### src/rscl_map.vh
`ifndef RSCL_MAP_VH
`define RSCL_MAP_VH

// ----------------------------------------------------------------
// Clock and timing
// ----------------------------------------------------------------
`define RSCL_CLK_HZ          25000000
`define RSCL_RST_DELAY_MS    215
`define RSCL_RST_DELAY_CYC   (`RSCL_RST_DELAY_MS * (`RSCL_CLK_HZ / 1000))
`define RSCL_EXT_RST_MIN_MS  100

// ----------------------------------------------------------------
// Strap pin positions
// ----------------------------------------------------------------
`define RSCL_NUM_STRAPS      11
`define RSCL_S_DUPLEX        0
`define RSCL_S_LINK_TYPE     1
`define RSCL_S_AUTONEG       2
`define RSCL_S_ISOLATE       3
`define RSCL_S_SPEED0        4
`define RSCL_S_MGMT3         5
`define RSCL_S_MGMT4         6
`define RSCL_S_ROLE          7
`define RSCL_S_MEM_TYPE      8
`define RSCL_S_BOOT_SRC      9
`define RSCL_S_SPEED1        10
`define RSCL_STRAP_RESET     11'h3b7

// ----------------------------------------------------------------
// Speed codes
// ----------------------------------------------------------------
`define RSCL_SPEED_10        2'h0
`define RSCL_SPEED_100       2'h1
`define RSCL_SPEED_1000      2'h2
`define RSCL_SPEED_RSVD      2'h3

// ----------------------------------------------------------------
// Register offsets
// ----------------------------------------------------------------
`define RSCL_ADDR_W          8
`define RSCL_OFS_STRAP       8'h00
`define RSCL_OFS_CONFIG      8'h04
`define RSCL_OFS_LED_OUT     8'h08
`define RSCL_OFS_LED_EN      8'h0c
`define RSCL_OFS_STATUS      8'h10
`define RSCL_OFS_ZC_PERIOD   8'h14
`define RSCL_OFS_ZC_PHASE    8'h18

// ----------------------------------------------------------------
// Config register fields
// ----------------------------------------------------------------
`define RSCL_C_ROLE_MAC      0
`define RSCL_C_LINK_MII      1
`define RSCL_C_FULL_DUPLEX   2
`define RSCL_C_AUTONEG       3
`define RSCL_C_HOST_HIZ      4
`define RSCL_C_SPEED_LO      5
`define RSCL_C_SPEED_HI      6
`define RSCL_C_SPEED_RSVD    7
`define RSCL_C_MGMT_LO       8
`define RSCL_C_MGMT_HI       12
`define RSCL_C_BOOT_FLASH    13
`define RSCL_C_STRAP_FAULT   14

`endif

### src/rscl_top.v
// Notes on behaviour
// - Sample all eleven strap pins while reset is active to pick modes.
// - After reset the strap pins become LED outputs or push-button inputs.
// - Duplex strap: high full duplex, low half duplex; default full.
// - Link-type strap: high four-bit 10/100 link, low reduced gigabit link.
// - Auto-negotiation strap: high enables negotiation, low disables; default on.
// - Isolate strap: high isolates host interface in PHY role only, low leaves it active.
// - Speed field: 00 10M, 01 100M default, 10 1000M, 11 reserved.
// - Management address upper bits: 00, 08, 10 or 18 hex.
// - Role strap: high MAC role, low PHY role; MAC default.
// - Boot strap kept high; boot image always loads from module flash.
// - Internal reset comes from power-good, released about 215 ms later.
// - Accept zero-cross input in both roles; learn line frequency and phase.
// - Isolated PHY role puts host-interface outputs into high impedance.
// - Reduced gigabit link always runs full duplex regardless of duplex strap.
//
// The APB register port and the address map are this design's own decisions.
`timescale 1ns/100ps
`default_nettype none
`include "rscl_map.vh"

module rscl_top #(
    parameter integer RST_DELAY_CYC = `RSCL_RST_DELAY_CYC
) (
    // Clock, reset, enable
    input  wire        mclk,
    input  wire        rstn,
    input  wire        ce,
    // APB slave
    input  wire        psel,
    input  wire        penable,
    input  wire        pwrite,
    input  wire [7:0]  paddr,
    input  wire [31:0] pwdata,
    output reg  [31:0] prdata,
    output reg         pready,
    output reg         pslverr,
    // Power-good and open-drain reset line
    input  wire        power_good,
    input  wire        reset_line_in,
    output reg         reset_line_out,
    output reg         reset_line_oe_n,
    // Dual-purpose strap / LED / button pins
    input  wire [10:0] gpio_in,
    output reg  [10:0] gpio_out,
    output reg  [10:0] gpio_oe_n,
    // Zero-cross input
    input  wire        zero_cross_in,
    // Decoded configuration
    output reg         sys_rstn,
    output reg         host_role_mac,
    output reg         host_link_type_select,
    output reg         full_duplex,
    output reg         autoneg_en,
    output reg         host_if_hiz,
    output reg  [1:0]  speed_sel,
    output reg  [4:0]  mgmt_addr,
    output reg         boot_from_flash,
    output reg         strap_fault,
    output reg         zc_tick
);

    // ----------------------------------------------------------------
    // Declarations
    // ----------------------------------------------------------------
    reg         pg_s1_r;
    reg         pg_s2_r;
    reg         rline_s1_r;
    reg         rline_s2_r;
    reg  [10:0] gpio_s1_r;
    reg  [10:0] gpio_s2_r;
    reg         zc_s1_r;
    reg         zc_s2_r;
    reg         zc_s3_r;
    reg  [31:0] rst_cnt_r;
    reg         rst_done_r;
    reg         in_reset_r;
    reg  [10:0] strap_r;
    reg  [10:0] led_out_r;
    reg  [10:0] led_en_r;
    reg  [23:0] zc_cnt_r;
    reg  [23:0] zc_period_r;
    reg  [31:0] rd_data_nxt;
    reg         rd_hit_nxt;
    wire        in_reset_nxt;
    wire        zc_rise;
    wire        apb_setup;
    wire        apb_write;
    wire [1:0]  speed_nxt;
    wire [14:0] config_word;

    // ----------------------------------------------------------------
    // Helpers
    // ----------------------------------------------------------------
    // Widens an eleven-bit pin vector to a bus word
    function [31:0] pad_pins;
        input [10:0] pins;
        begin
            pad_pins = {21'h00_0000, pins};
        end
    endfunction

    // Widens a zero-cross count to a bus word
    function [31:0] pad_count;
        input [23:0] count;
        begin
            pad_count = {8'h00, count};
        end
    endfunction

    // Write strobe for one register offset
    function wr_hit;
        input       wr_now;
        input [7:0] addr;
        input [7:0] ofs;
        begin
            wr_hit = wr_now & (addr == ofs);
        end
    endfunction

    // ----------------------------------------------------------------
    // Input synchronisers
    // ----------------------------------------------------------------
    always @(posedge mclk or negedge rstn) begin
        if (!rstn) begin
            pg_s1_r    <= 1'b0;
            pg_s2_r    <= 1'b0;
            rline_s1_r <= 1'b0;
            rline_s2_r <= 1'b0;
            gpio_s1_r  <= `RSCL_STRAP_RESET;
            gpio_s2_r  <= `RSCL_STRAP_RESET;
            zc_s1_r    <= 1'b0;
            zc_s2_r    <= 1'b0;
            zc_s3_r    <= 1'b0;
        end else if (ce) begin
            pg_s1_r    <= power_good;
            pg_s2_r    <= pg_s1_r;
            rline_s1_r <= reset_line_in;
            rline_s2_r <= rline_s1_r;
            gpio_s1_r  <= gpio_in;
            gpio_s2_r  <= gpio_s1_r;
            zc_s1_r    <= zero_cross_in;
            zc_s2_r    <= zc_s1_r;
            zc_s3_r    <= zc_s2_r;
        end
    end

    // ----------------------------------------------------------------
    // Reset sequencer
    // ----------------------------------------------------------------
    // Delay counter restarts whenever power-good drops
    always @(posedge mclk or negedge rstn) begin
        if (!rstn) begin
            rst_cnt_r  <= 32'h0000_0000;
            rst_done_r <= 1'b0;
        end else if (ce) begin
            if (!pg_s2_r) begin
                rst_cnt_r  <= 32'h0000_0000;
                rst_done_r <= 1'b0;
            end else if (!rst_done_r) begin
                if (rst_cnt_r == RST_DELAY_CYC - 1) begin
                    rst_done_r <= 1'b1;
                end
                rst_cnt_r <= rst_cnt_r + 32'h0000_0001;
            end
        end
    end

    // External source holding the line low keeps reset active
    assign in_reset_nxt = ~rst_done_r | ~rline_s2_r;

    always @(posedge mclk or negedge rstn) begin
        if (!rstn) begin
            in_reset_r      <= 1'b1;
            sys_rstn        <= 1'b0;
            reset_line_out  <= 1'b0;
            reset_line_oe_n <= 1'b0;
        end else if (ce) begin
            in_reset_r      <= in_reset_nxt;
            sys_rstn        <= ~in_reset_nxt;
            reset_line_out  <= 1'b0;
            reset_line_oe_n <= rst_done_r;
        end
    end

    // ----------------------------------------------------------------
    // Strap capture
    // ----------------------------------------------------------------
    // Capture runs up to the edge at which the pins start to drive
    always @(posedge mclk or negedge rstn) begin
        if (!rstn) begin
            strap_r <= `RSCL_STRAP_RESET;
        end else if (ce) begin
            if (in_reset_r) begin
                strap_r <= gpio_s2_r;
            end
        end
    end

    // ----------------------------------------------------------------
    // Configuration decode
    // ----------------------------------------------------------------
    assign speed_nxt = {strap_r[`RSCL_S_SPEED1], strap_r[`RSCL_S_SPEED0]};

    always @(posedge mclk or negedge rstn) begin
        if (!rstn) begin
            host_role_mac         <= 1'b1;
            host_link_type_select <= 1'b1;
            full_duplex           <= 1'b1;
            autoneg_en            <= 1'b1;
            host_if_hiz           <= 1'b0;
            speed_sel             <= `RSCL_SPEED_100;
            mgmt_addr             <= 5'h08;
            boot_from_flash       <= 1'b1;
            strap_fault           <= 1'b0;
        end else if (ce) begin
            host_role_mac         <= strap_r[`RSCL_S_ROLE];
            host_link_type_select <= strap_r[`RSCL_S_LINK_TYPE];
            full_duplex           <= strap_r[`RSCL_S_DUPLEX] |
                                     ~strap_r[`RSCL_S_LINK_TYPE];
            autoneg_en            <= strap_r[`RSCL_S_AUTONEG];
            host_if_hiz           <= strap_r[`RSCL_S_ISOLATE] &
                                     ~strap_r[`RSCL_S_ROLE];
            speed_sel             <= speed_nxt;
            mgmt_addr             <= {strap_r[`RSCL_S_MGMT4],
                                      strap_r[`RSCL_S_MGMT3], 3'h0};
            boot_from_flash       <= 1'b1;
            strap_fault           <= ~strap_r[`RSCL_S_MEM_TYPE] |
                                     ~strap_r[`RSCL_S_BOOT_SRC];
        end
    end

    assign config_word = {strap_fault, boot_from_flash, mgmt_addr,
                          (speed_sel == `RSCL_SPEED_RSVD), speed_sel,
                          host_if_hiz, autoneg_en, full_duplex,
                          host_link_type_select, host_role_mac};

    // ----------------------------------------------------------------
    // LED and push-button pins
    // ----------------------------------------------------------------
    // Pins stay released during reset so the straps can be read
    always @(posedge mclk or negedge rstn) begin
        if (!rstn) begin
            gpio_out  <= 11'h000;
            gpio_oe_n <= 11'h7ff;
        end else if (ce) begin
            gpio_out  <= led_out_r;
            gpio_oe_n <= ~(led_en_r & {11{~in_reset_nxt}});
        end
    end

    // ----------------------------------------------------------------
    // Zero-cross timing
    // ----------------------------------------------------------------
    assign zc_rise = zc_s2_r & ~zc_s3_r;

    always @(posedge mclk or negedge rstn) begin
        if (!rstn) begin
            zc_cnt_r    <= 24'h00_0000;
            zc_period_r <= 24'h00_0000;
            zc_tick     <= 1'b0;
        end else if (ce) begin
            zc_tick <= zc_rise;
            if (zc_rise) begin
                zc_period_r <= zc_cnt_r;
                zc_cnt_r    <= 24'h00_0001;
            end else if (zc_cnt_r != 24'hff_ffff) begin
                zc_cnt_r <= zc_cnt_r + 24'h00_0001;
            end
        end
    end

    // ----------------------------------------------------------------
    // APB register access
    // ----------------------------------------------------------------
    // Reads decode at the setup edge so data stands in the access cycle
    assign apb_setup = psel & ~penable;
    assign apb_write = psel & penable & pready & pwrite;

    always @* begin
        rd_data_nxt = 32'h0000_0000;
        rd_hit_nxt  = 1'b1;
        case (paddr)
            `RSCL_OFS_STRAP: begin
                rd_data_nxt = pad_pins(strap_r);
            end
            `RSCL_OFS_CONFIG: begin
                rd_data_nxt = {17'h0_0000, config_word};
            end
            `RSCL_OFS_LED_OUT: begin
                rd_data_nxt = pad_pins(led_out_r);
            end
            `RSCL_OFS_LED_EN: begin
                rd_data_nxt = pad_pins(led_en_r);
            end
            `RSCL_OFS_STATUS: begin
                rd_data_nxt = {15'h0000, in_reset_r, 5'h00, gpio_s2_r};
            end
            `RSCL_OFS_ZC_PERIOD: begin
                rd_data_nxt = pad_count(zc_period_r);
            end
            `RSCL_OFS_ZC_PHASE: begin
                rd_data_nxt = pad_count(zc_cnt_r);
            end
            default: begin
                rd_hit_nxt = 1'b0;
            end
        endcase
    end

    always @(posedge mclk or negedge rstn) begin
        if (!rstn) begin
            prdata  <= 32'h0000_0000;
            pready  <= 1'b0;
            pslverr <= 1'b0;
        end else if (ce) begin
            pready <= apb_setup;
            if (apb_setup) begin
                prdata  <= pwrite ? 32'h0000_0000 : rd_data_nxt;
                pslverr <= ~rd_hit_nxt;
            end else if (!psel) begin
                prdata  <= 32'h0000_0000;
                pslverr <= 1'b0;
            end
        end
    end

    always @(posedge mclk or negedge rstn) begin
        if (!rstn) begin
            led_out_r <= 11'h000;
            led_en_r  <= 11'h000;
        end else if (ce) begin
            if (wr_hit(apb_write, paddr, `RSCL_OFS_LED_OUT)) begin
                led_out_r <= pwdata[10:0];
            end
            if (wr_hit(apb_write, paddr, `RSCL_OFS_LED_EN)) begin
                led_en_r <= pwdata[10:0];
            end
        end
    end

endmodule
`default_nettype wire
### config.mk
export PLATFORM = sky130hd
export DESIGN_NAME = rscl_top
export DESIGN_NICKNAME = d
export VERILOG_FILES = /design/src/rscl_top.v
export VERILOG_INCLUDE_DIRS = /design/src /design/src/src
export SDC_FILE = /design/constraint.sdc
export NUM_CORES = 1
export LEC_CHECK = 0
export ABC_AREA = 1
export ABC_CLOCK_PERIOD_IN_PS = 1700
export BUFFER_PORTS_ARGS = -buffer_cell sky130_fd_sc_hd__buf_2
export CORE_MARGIN = 2
export CORE_UTILIZATION = 53
export DETAILED_ROUTE_END_ITERATION = 8
export GPL_ROUTABILITY_DRIVEN = 0
export PLACE_DENSITY = 0.77
export REMOVE_ABC_BUFFERS = 1
export SLEW_MARGIN = 15
export SYNTH_ARGS = -nofsm -noshare
export SYNTH_HDL_FRONTEND = slang
export SYNTH_SLANG_ARGS = --single-unit
### constraint.sdc
create_clock -name mclk -period 1.7 [get_ports mclk]
set_input_delay 0.255 -clock mclk [delete_from_list [all_inputs] [get_ports mclk]]
set_output_delay 0.255 -clock mclk [all_outputs]
set_load 0.02 [all_outputs]
==> results_dict.tcl, run 1 <==
set metrics [dict create \
    outcome "finished clean" \
    clk_pin_slew_ns 0.06 \
    avgViaCountPerCell 5.28 \
    drtIter0Drc 825 \
    whs_endpoint "led_en_r[1]" \
    dpl.hpwl_mm 19.4 \
    netlist-cell-type-count 41 \
    fillers 1598 \
    port-buffer-count 99 \
    ys_seq_area_share_pct 50.2 \
    yosysMostFrequentCell "nand2_1" \
    grt_antenna_before_repair 0 \
    grt_pass1_vias 9177 \
    die_x_um 144 \
    io_pins 134 \
    ant_nets 0 \
    dp_slack_ns -0.0243 \
    h-tree-depth 1 \
    regArea_sq_um 5180 \
    cts_tree "built" \
    root_buffer "clkbuf_16" \
    cts.sinks 205 \
    worst-setup-path-type "reg -> reg" \
    core_sq_um 19300 \
    hold_viol_final 0 \
    r2r-end "zc_cnt_r[7]" \
    r2r_slack_ns 0.01 \
    multi_input_area_sq_um 4490 \
    synth_edf_count 0 \
    areaGrowthSynthToFinish_pct 24.4 \
    clkLatencyLatePin_ns 0.52 \
    period_minus_slack_ns 1.69 \
    routedWlPerCell_um 15.3 \
    leakage_nw 6.20 \
    syn_area_sq_um 10300 \
    hold_path_depth 3 \
    ys_async_sr_fraction_pct 100 \
    drc_errors 0 \
    synthFlopType "dfrtp_1" \
    dieArea_sq_um 20600 \
    die_y_um 144 \
    setup_slack_ns 0.0134 \
    synth.ff_latch_count 205 \
    finalSetupTns_ns 0 \
    cts_buffers 23 \
    maxSlewViolCount 0 \
    crit_required_ns 2.15 \
    synth_cells 1370 \
    vias 9657 \
    overflow 0 \
    clockBufferDepth 3 \
    totalWireLength_mm 27.9 \
    drive_gt1_share_pct 20.3 \
    num_rows 51 \
    cap_violations 0 \
    finalCritPeriodShare_pct 99.2 \
    hold_class "in -> reg" \
    yosysWarnings 0 \
    worst_setup_path_start_kind "flip-flop" \
    reg2reg_from "zc_cnt_r[0]" \
    cp.arrival_ns 2.14 \
    crit_fanout 6 \
    setup_violations 0 \
    yosysTopAreaCell "dfrtp_1" \
    grt_max_degree 56 \
    worstHoldStart "pwdata[1]" \
    r2r_cells 9 \
    synth.avg_cell_area_sq_um 7.54 \
    initial_utilization_pct 53.6 \
    nNetsFinal 1608 \
    irDropWorstVdd_mv 0.809 \
    synthTopCellsByArea "dfrtp_1 39%, nand2_1 17%, dfstp_2 11%, o21ai_0 5.8%, nor2_1 5.4%" \
    synth_top_area_share_pct 39.5 \
    dr.pass1.iters 5 \
    track_usage_pct 27.3 \
    fmax_mhz 593 \
    grt_pass1_wl_mm 44.9 \
    powerDensity_nw_per_um2 965 \
    fin_worst_skew_ns 0.00827 \
    synth_top_cells_by_count "474 x nand2_1, 163 x dfrtp_1, 149 x nor2_1" \
    end_kind "flip-flop" \
]
## worst max-delay path, cell delays in order, from the launching register on
cell     delay, ns
dfrtp_1       0.40
buf_4         0.18
nand3_1       0.17
inv_2         0.13
nand2_1       0.12
inv_2         0.13
nor2_1        0.05
nor3_1        0.23
nand2_1       0.13
o21ai_2       0.07
## cell type report
class                           instances  share of cell area (%)
Sequential cell                       205                    40.3
Multi-Input combinational cell        993                    34.9
Timing Repair Buffer                  206                    11.7
Clock buffer                           32                    5.36
Inverter                              117                    3.44
Tap cell                              265                    2.58
Clock inverter                         10                    1.70
Antenna cell                            1                  0.0195
## cell usage in the layout, fill, tap and decap left out, types with 2 or more instances in the layout
cell | netlist | layout
a31oi_1 | 3 | 3
inv_2 | 5 | 6
dfstp_2 | 42 | 42
dlygate4sd3_1 | 0 | 17
nor3_1 | 13 | 13
xor2_1 | 11 | 11
conb_1 | 2 | 13
nand2_1 | 474 | 473
inv_1 | 111 | 109
dfrtp_1 | 163 | 163
o21a_1 | 2 | 2
nand3b_1 | 2 | 2
nand3_2 | 0 | 3
nand4_1 | 21 | 21
bufinv_16 | 0 | 6
nor2_1 | 149 | 141
ha_4 | 0 | 2
nand3_1 | 109 | 106
o21ai_2 | 6 | 6
clkbuf_8 | 0 | 9
o21ai_0 | 119 | 118
clkinv_2 | 0 | 2
nand2_2 | 4 | 5
a21oi_1 | 30 | 30
nor2_2 | 5 | 12
nor3_4 | 1 | 2
o21ai_1 | 9 | 10
nor2_4 | 4 | 5
buf_2 | 10 | 98
o211ai_1 | 6 | 6
buf_4 | 20 | 78
buf_12 | 0 | 12
clkbuf_16 | 0 | 23
## cells by family (layout without fill, tap and decap cells)
family          after synthesis  after routing  synth area share (%)
compound gates              180            180                  9.29
buf+inv                     183            365                  7.60
simple gates                787            787                  31.7
other cells                   2             14                0.0727
fa+ha+maj                     2              2                 0.242
flops                       205            205                  50.2
xor+xnor                     11             11                 0.933
## what timing repair did
action | CTS | global route
hold buffers | 17 | 0
setup endpoints to repair | 0 | 34
setup buffers | 0 | 10
resized for setup | 0 | 22
hold endpoints to repair | 51 | 0
## sequential cells by signal, indices dropped and copies added (netlist names), 2 cells and up
signal / flops
gpio_oe_n: 11
gpio_out: 11
gpio_s1_r: 11
gpio_s2_r: 11
led_en_r: 11
led_out_r: 11
mgmt_addr: 2
prdata: 24
rst_cnt_r: 32
speed_sel: 2
strap_r: 11
zc_cnt_r: 24
zc_period_r: 24
## power breakdown
group          internal [mW]  total, mW  switching, mW
sequential              5.20       5.42          0.221
clock                   3.76       5.82           2.06
combinational          0.420       1.17          0.751
total                   9.38       12.4           3.03
## worst max path at each step
stage / end / start / slack [ns] / depth (start not counted)
2_1_floorplan: prdata[0] / paddr[5] / -1.29 / 9
3_3_place_gp: prdata[5] / paddr[1] / 0.05 / 10
3_5_place_dp: prdata[1] / paddr[5] / -0.02 / 11
4_1_cts: zc_cnt_r[7] / zc_cnt_r[0] / 0.004 / 10
5_1_grt: zc_cnt_r[23] / zc_cnt_r[1] / -0.03 / 10
6_report: zc_cnt_r[7] / zc_cnt_r[0] / 0.01 / 9
## per-stage QoR
| step | hold slack (ns) | utilization (%) | power, mW | instance area (sq um) | std cells |
|---|---|---|---|---|---|
| floorplan | -0.0406 | - | 5.96 | 10000 | 1315 |
| global placement | 0.253 | 60.3 | 6.52 | 11600 | 1759 |
| detailed placement | 0.248 | 60.3 | 6.57 | 11600 | 1759 |
| CTS | 0.00170 | 65.9 | 12.4 | 12700 | 1818 |
| global route | 0.0118 | 66.7 | 12.8 | 12800 | 1828 |
| finish | 0.00818 | 66.7 | 12.4 | 12900 | 1829 |
## routing by layer
layer / global-route usage (%) / vias up / wire length (um) / part of all wire [%]
met5: 0 / - / 0 / 0
met4: 9.18 / 0 / 909 / 3.3
met2: 45.7 / 324 / 13300 / 48
li1: - / 4693 / - / -
met3: 3.90 / 68 / 1660 / 5.9
met1: 36.7 / 4572 / 12100 / 43
Power figures use the tool's default switching activity.
==> run 2: changes to the inputs <==
--- a/config.mk
+++ b/config.mk
@@ -13,7 +13,7 @@
 export CORE_UTILIZATION = 53
 export DETAILED_ROUTE_END_ITERATION = 8
 export GPL_ROUTABILITY_DRIVEN = 0
-export PLACE_DENSITY = 0.77
+export PLACE_DENSITY = 0.75
 export REMOVE_ABC_BUFFERS = 1
 export SLEW_MARGIN = 15
 export SYNTH_ARGS = -nofsm -noshare
==> results_dict.tcl, run 2 (synthesized netlist as in run 1, its figures left out) <==
set metrics [dict create \
    totalWireLength_mm 27.5 \
    instances_no_fill 1817 \
    end_kind "flip-flop" \
    io_pins 134 \
    drtIter0Drc 872 \
    overflow 0 \
    crit_fanout 5 \
    ant_nets 0 \
    drc_errors 0 \
    fmax_mhz 623 \
    max_stage_delay_ns 0.35 \
    cts_tree "built" \
    nNetsFinal 1598 \
    cts.sinks 205 \
    p_int_mw 8.54 \
    dieArea_sq_um 20600 \
    dr.pass1.iters 8 \
    avgViaCountPerCell 5.31 \
    finalCritPeriodShare_pct 94.4 \
    swShare_pct 25.6 \
    largest_register_ff_count 32 \
    initial_utilization_pct 53.6 \
    switching_power_mw 2.95 \
    crit_required_ns 2.10 \
    worst-setup-path-type "reg -> reg" \
    drive_gt1_share_pct 19.1 \
    areaGrowthSynthToFinish_pct 21.9 \
    cp.buffers_inverters 0 \
    irDropWorstVdd_mv 0.773 \
    path_cells "ha_1 -> nand3_2 -> nor2_4 -> nand2_1 -> nor2_2 -> nand2_1 -> nor2_1 -> nand2_1 -> nand2_1 -> nor2_1" \
    outcome "finished clean" \
    cts_buffers 23 \
    most-common-layout-cells "474 x nand2_1, 162 x dfrtp_1, 141 x nor2_1, 119 x o21ai_0, 111 x inv_1" \
    top_register "rst_cnt_r" \
    pwr-share-seq_pct 46.9 \
    grt_antenna_before_repair 0 \
    hold_class "in -> reg" \
    dpl.hpwl_mm 19.5 \
    grt_pass1_vias 9076 \
    setup_violations 0 \
    power_frac_comb_pct 9.9 \
    maxSlewViolCount 0 \
    powerDensity_nw_per_um2 913 \
    die_y_um 144 \
    hold_viol_final 0 \
    clkLatencyLatePin_ns 0.52 \
    grt_max_degree 48 \
    cap_violations 0 \
    track_usage_pct 27.2 \
    cpMostUsedCell "nand2_1" \
    leakage_nw 6.08 \
    worst_setup_path_start_kind "flip-flop" \
    final_area_sq_um 12600 \
    crit_slowest_cell "dfrtp_1" \
    cp.arrival_ns 2.00 \
    routedWlPerCell_um 15.1 \
    port-buffer-count 99 \
    place_area_sq_um 11600 \
    clockBufferDepth 3 \
    pwr-share-clk_pct 43.2 \
    fin_worst_skew_ns 0.0140 \
    grt_pass1_wl_mm 45.0 \
    h-tree-depth 1 \
    vias 9640 \
    root_buffer "clkbuf_16" \
    critPathTopFamily "simple AND/OR/NAND/NOR gates" \
    layout_commonest_cell "nand2_1" \
    fillers 1684 \
    core_sq_um 19300 \
    period_minus_slack_ns 1.61 \
    clk_pin_slew_ns 0.06 \
    placed_cells 1752 \
    die_x_um 144 \
    num_rows 51 \
]
==> run 2: changes by cell type in the layout (fill, tap and decap cells not counted), sizes merged <==
cell,delta
inv,-1
clkbuf,+1
bufinv,-5
buf,-10
clkinv,+3
==> run 2: layout make-up <==
type | count | area [sq um] | share of cell area [%]
sequential | 205 | 5180 | 41.2
multi-input combinational | 993 | 4440 | 35.3
timing repair buffer | 196 | 1430 | 11.3
clock buffer | 33 | 683 | 5.43
inverter | 117 | 442 | 3.51
tap | 265 | 332 | 2.63
clock inverter | 7 | 78.8 | 0.626
antenna | 1 | 2.50 | 0.0199
==> run 2: power by group through the flow <==
| stage | Sequential, mW | Clock, mW | Combinational (mW) |
|---|---|---|---|
| floorplan | 5.48 | 0 | 0.478 |
| global placement | 5.46 | 0 | 1.05 |
| detailed placement | 5.47 | 0 | 1.07 |
| CTS | 5.39 | 5.02 | 1.11 |
| global route | 5.42 | 5.24 | 1.28 |
| finish | 5.39 | 4.96 | 1.13 |
==> run 2: final timing paths <==
path,cells past startpoint,slack (ns),end,start
max,10,0.09,rst_cnt_r[20],rst_cnt_r[0]
min,3,0.01,led_en_r[6],pwdata[6]
max in group asynchronous,3,0.82,speed_sel[0],rstn
min reg2reg,1,0.45,gpio_oe_n[0],led_en_r[0]
max reg2reg,10,0.09,rst_cnt_r[20],rst_cnt_r[0]
min in group asynchronous,2,0.25,led_en_r[9],rstn
==> run 2: metrics by stage <==
stage | hold WS (ns) | power, mW | TNS (ns) | utilization [%] | setup slack [ns]
2_1_floorplan | -0.0406 | 5.96 | -33.15 | - | -1.29
4_1_cts | 0.00378 | 11.5 | 0 | 64.8 | 0.0193
3_3_place_gp | 0.231 | 6.50 | 0 | 60.0 | 0.0426
6_report | 0.0126 | 11.5 | 0 | 65.3 | 0.0948
5_1_grt | 0.0174 | 11.9 | -0.0502 | 65.3 | -0.0231
3_5_place_dp | 0.231 | 6.54 | 0 | 60.0 | 0.0227
==> run 2: what timing repair did <==
action,in CTS,in global routing
setup buffers,0,7
hold buffers,17,0
endpoints found under the setup margin,0,31
resized for setup,0,12
endpoints found under the hold margin,53,0
==> run 2: routing by layer <==
metal | share of wire, % | global-route usage, % | up-vias
met4 | 2.7 | 7.79 | 0
met3 | 5.7 | 3.40 | 53
met2 | 47 | 45.1 | 335
met1 | 45 | 37.9 | 4564
met5 | 0 | 0 | -
li1 | - | - | 4688
==> run 2: tightest hold or removal path, stage by stage <==
cell and delay, ns:
buf_2 0.10, inv_1 0.07, o21ai_1 0.07
==> run 3: changes to the inputs <==
--- a/config.mk
+++ b/config.mk
@@ -14,7 +14,6 @@
 export DETAILED_ROUTE_END_ITERATION = 8
 export GPL_ROUTABILITY_DRIVEN = 0
 export PLACE_DENSITY = 0.75
-export REMOVE_ABC_BUFFERS = 1
 export SLEW_MARGIN = 15
 export SYNTH_ARGS = -nofsm -noshare
 export SYNTH_HDL_FRONTEND = slang
==> results_dict.tcl, run 3 (synthesized netlist as in run 1, its figures left out) <==
set metrics [dict create \
    powerDensity_nw_per_um2 915 \
    end_kind "flip-flop" \
    maxSlewViolCount 0 \
    h-tree-depth 1 \
    drive_gt1_share_pct 19.1 \
    power.total_mw 11.3 \
    totalWireLength_mm 27.3 \
    fillers 1688 \
    instances_no_fill 1798 \
    avgViaCountPerCell 5.29 \
    dieArea_sq_um 20600 \
    hold_class "in -> reg" \
    placed_cells 1740 \
    worst_setup_path_start_kind "flip-flop" \
    r2r-end "zc_cnt_r[17]" \
    overflow 0 \
    num_rows 51 \
    crit_path_end "zc_cnt_r[17]" \
    multi_input_area_sq_um 4470 \
    tightest_slew_ns 0.636 \
    n_antenna_cell 0 \
    top_register "rst_cnt_r" \
    clkLatencyLatePin_ns 0.52 \
    crit_required_ns 2.08 \
    critPathLaunch "zc_cnt_r[0]" \
    drc_errors 0 \
    vias 9505 \
    grt_max_degree 74 \
    final_area_sq_um 12400 \
    finalCritPeriodShare_pct 93.7 \
    nNetsFinal 1580 \
    die_y_um 144 \
    ant_nets 0 \
    io_pins 134 \
    layout_commonest_cell "nand2_1" \
    drtIter0Drc 813 \
    grt_antenna_before_repair 0 \
    cp.arrival_ns 1.97 \
    grt_pass1_vias 8898 \
    routedWlPerCell_um 15.2 \
    areaGrowthSynthToFinish_pct 20.0 \
    dpl.hpwl_mm 19.3 \
    irDropWorstVdd_mv 0.746 \
    rsz0062_at_grt "true" \
    cts_buffers 22 \
    dr.pass1.iters 7 \
    fmax_mhz 628 \
    r2r_cells 9 \
    fin_worst_skew_ns 0.0186 \
    initial_utilization_pct 53.6 \
    worst-setup-path-type "reg -> reg" \
    period_minus_slack_ns 1.59 \
    cts_tree "built" \
    outcome "finished clean" \
    core_sq_um 19300 \
    fin_util_pct 64.3 \
    finalSetupTns_ns 0 \
    place_area_sq_um 11400 \
    track_usage_pct 27.1 \
    reg2reg_from "zc_cnt_r[0]" \
    most-common-layout-cells "473 x nand2_1, 159 x dfrtp_1, 137 x nor2_1, 117 x o21ai_0, 110 x inv_1" \
    crit_fanout 20 \
    dp_slack_ns -0.0965 \
    hold_viol_final 0 \
    cts.sinks 205 \
    die_x_um 144 \
    fin_hold_ws_ns 0.00268 \
    cap_violations 0 \
    clk_pin_slew_ns 0.07 \
    setup_slack_ns 0.106 \
    port-buffer-count 99 \
    root_buffer "clkbuf_16" \
    grt_pass1_wl_mm 44.6 \
    largest_register_ff_count 32 \
    leakage_nw 5.94 \
    slew-limit-headroom_pct 57.5 \
    r2r_slack_ns 0.11 \
    clockBufferDepth 3 \
    regArea_sq_um 5190 \
    setup_violations 0 \
]
-- run 3: cell type report --
class | instances | area share (%)
flip-flops and latches | 205 | 41.9
multi-input cells | 993 | 36.1
repair buffers | 179 | 9.96
clock buffers | 28 | 4.87
inverters | 117 | 3.56
well taps | 265 | 2.68
clock inverters | 11 | 0.980
-- run 3: worst max-delay path: stages (launching register included) --
cell	delay, ns
dfrtp_1	0.40
ha_4	0.17
inv_2	0.04
nor2_4	0.10
nand2_2	0.10
nor2_4	0.15
nand3_4	0.11
nand2_4	0.12
buf_12	0.15
o21ai_0	0.10
-- run 3: how the worst min path moves through the flow --
stage,startpoint,to,slack (ns),cells after the start
final,pwdata[6],led_en_r[6],0.003,3
after floorplan,rstn,gpio_out[0],-0.04,0
after global placement,rstn,rst_cnt_r[13],0.13,1
after global routing,pwdata[6],led_en_r[6],0.008,3
after CTS,pwdata[6],led_en_r[6],0.001,3
after detailed placement,rstn,rst_cnt_r[12],0.13,1
-- run 3: report_power, final --
part / internal [mW] / switching (mW)
Clock: 2.82 / 1.99
Sequential: 5.20 / 0.222
Combinational: 0.388 / 0.724
Total: 8.41 / 2.93
-- run 3: routing by layer --
metal  part of all wire, %  vias to the layer above  track usage (%)
met2                    46                      368             43.6
li1                      -                     4640                -
met1                    43                     4437             38.0
met3                   7.0                       60             4.13
met5                     0                        -                0
met4                   3.4                        0             8.98
-- run 3: timing repair --
action | CTS | global route
gates resized for setup | 0 | 28
endpoints found under the hold margin | 177 | 0
setup buffers | 0 | 4
hold buffers | 15 | 0
endpoints found under the setup margin | 0 | 34
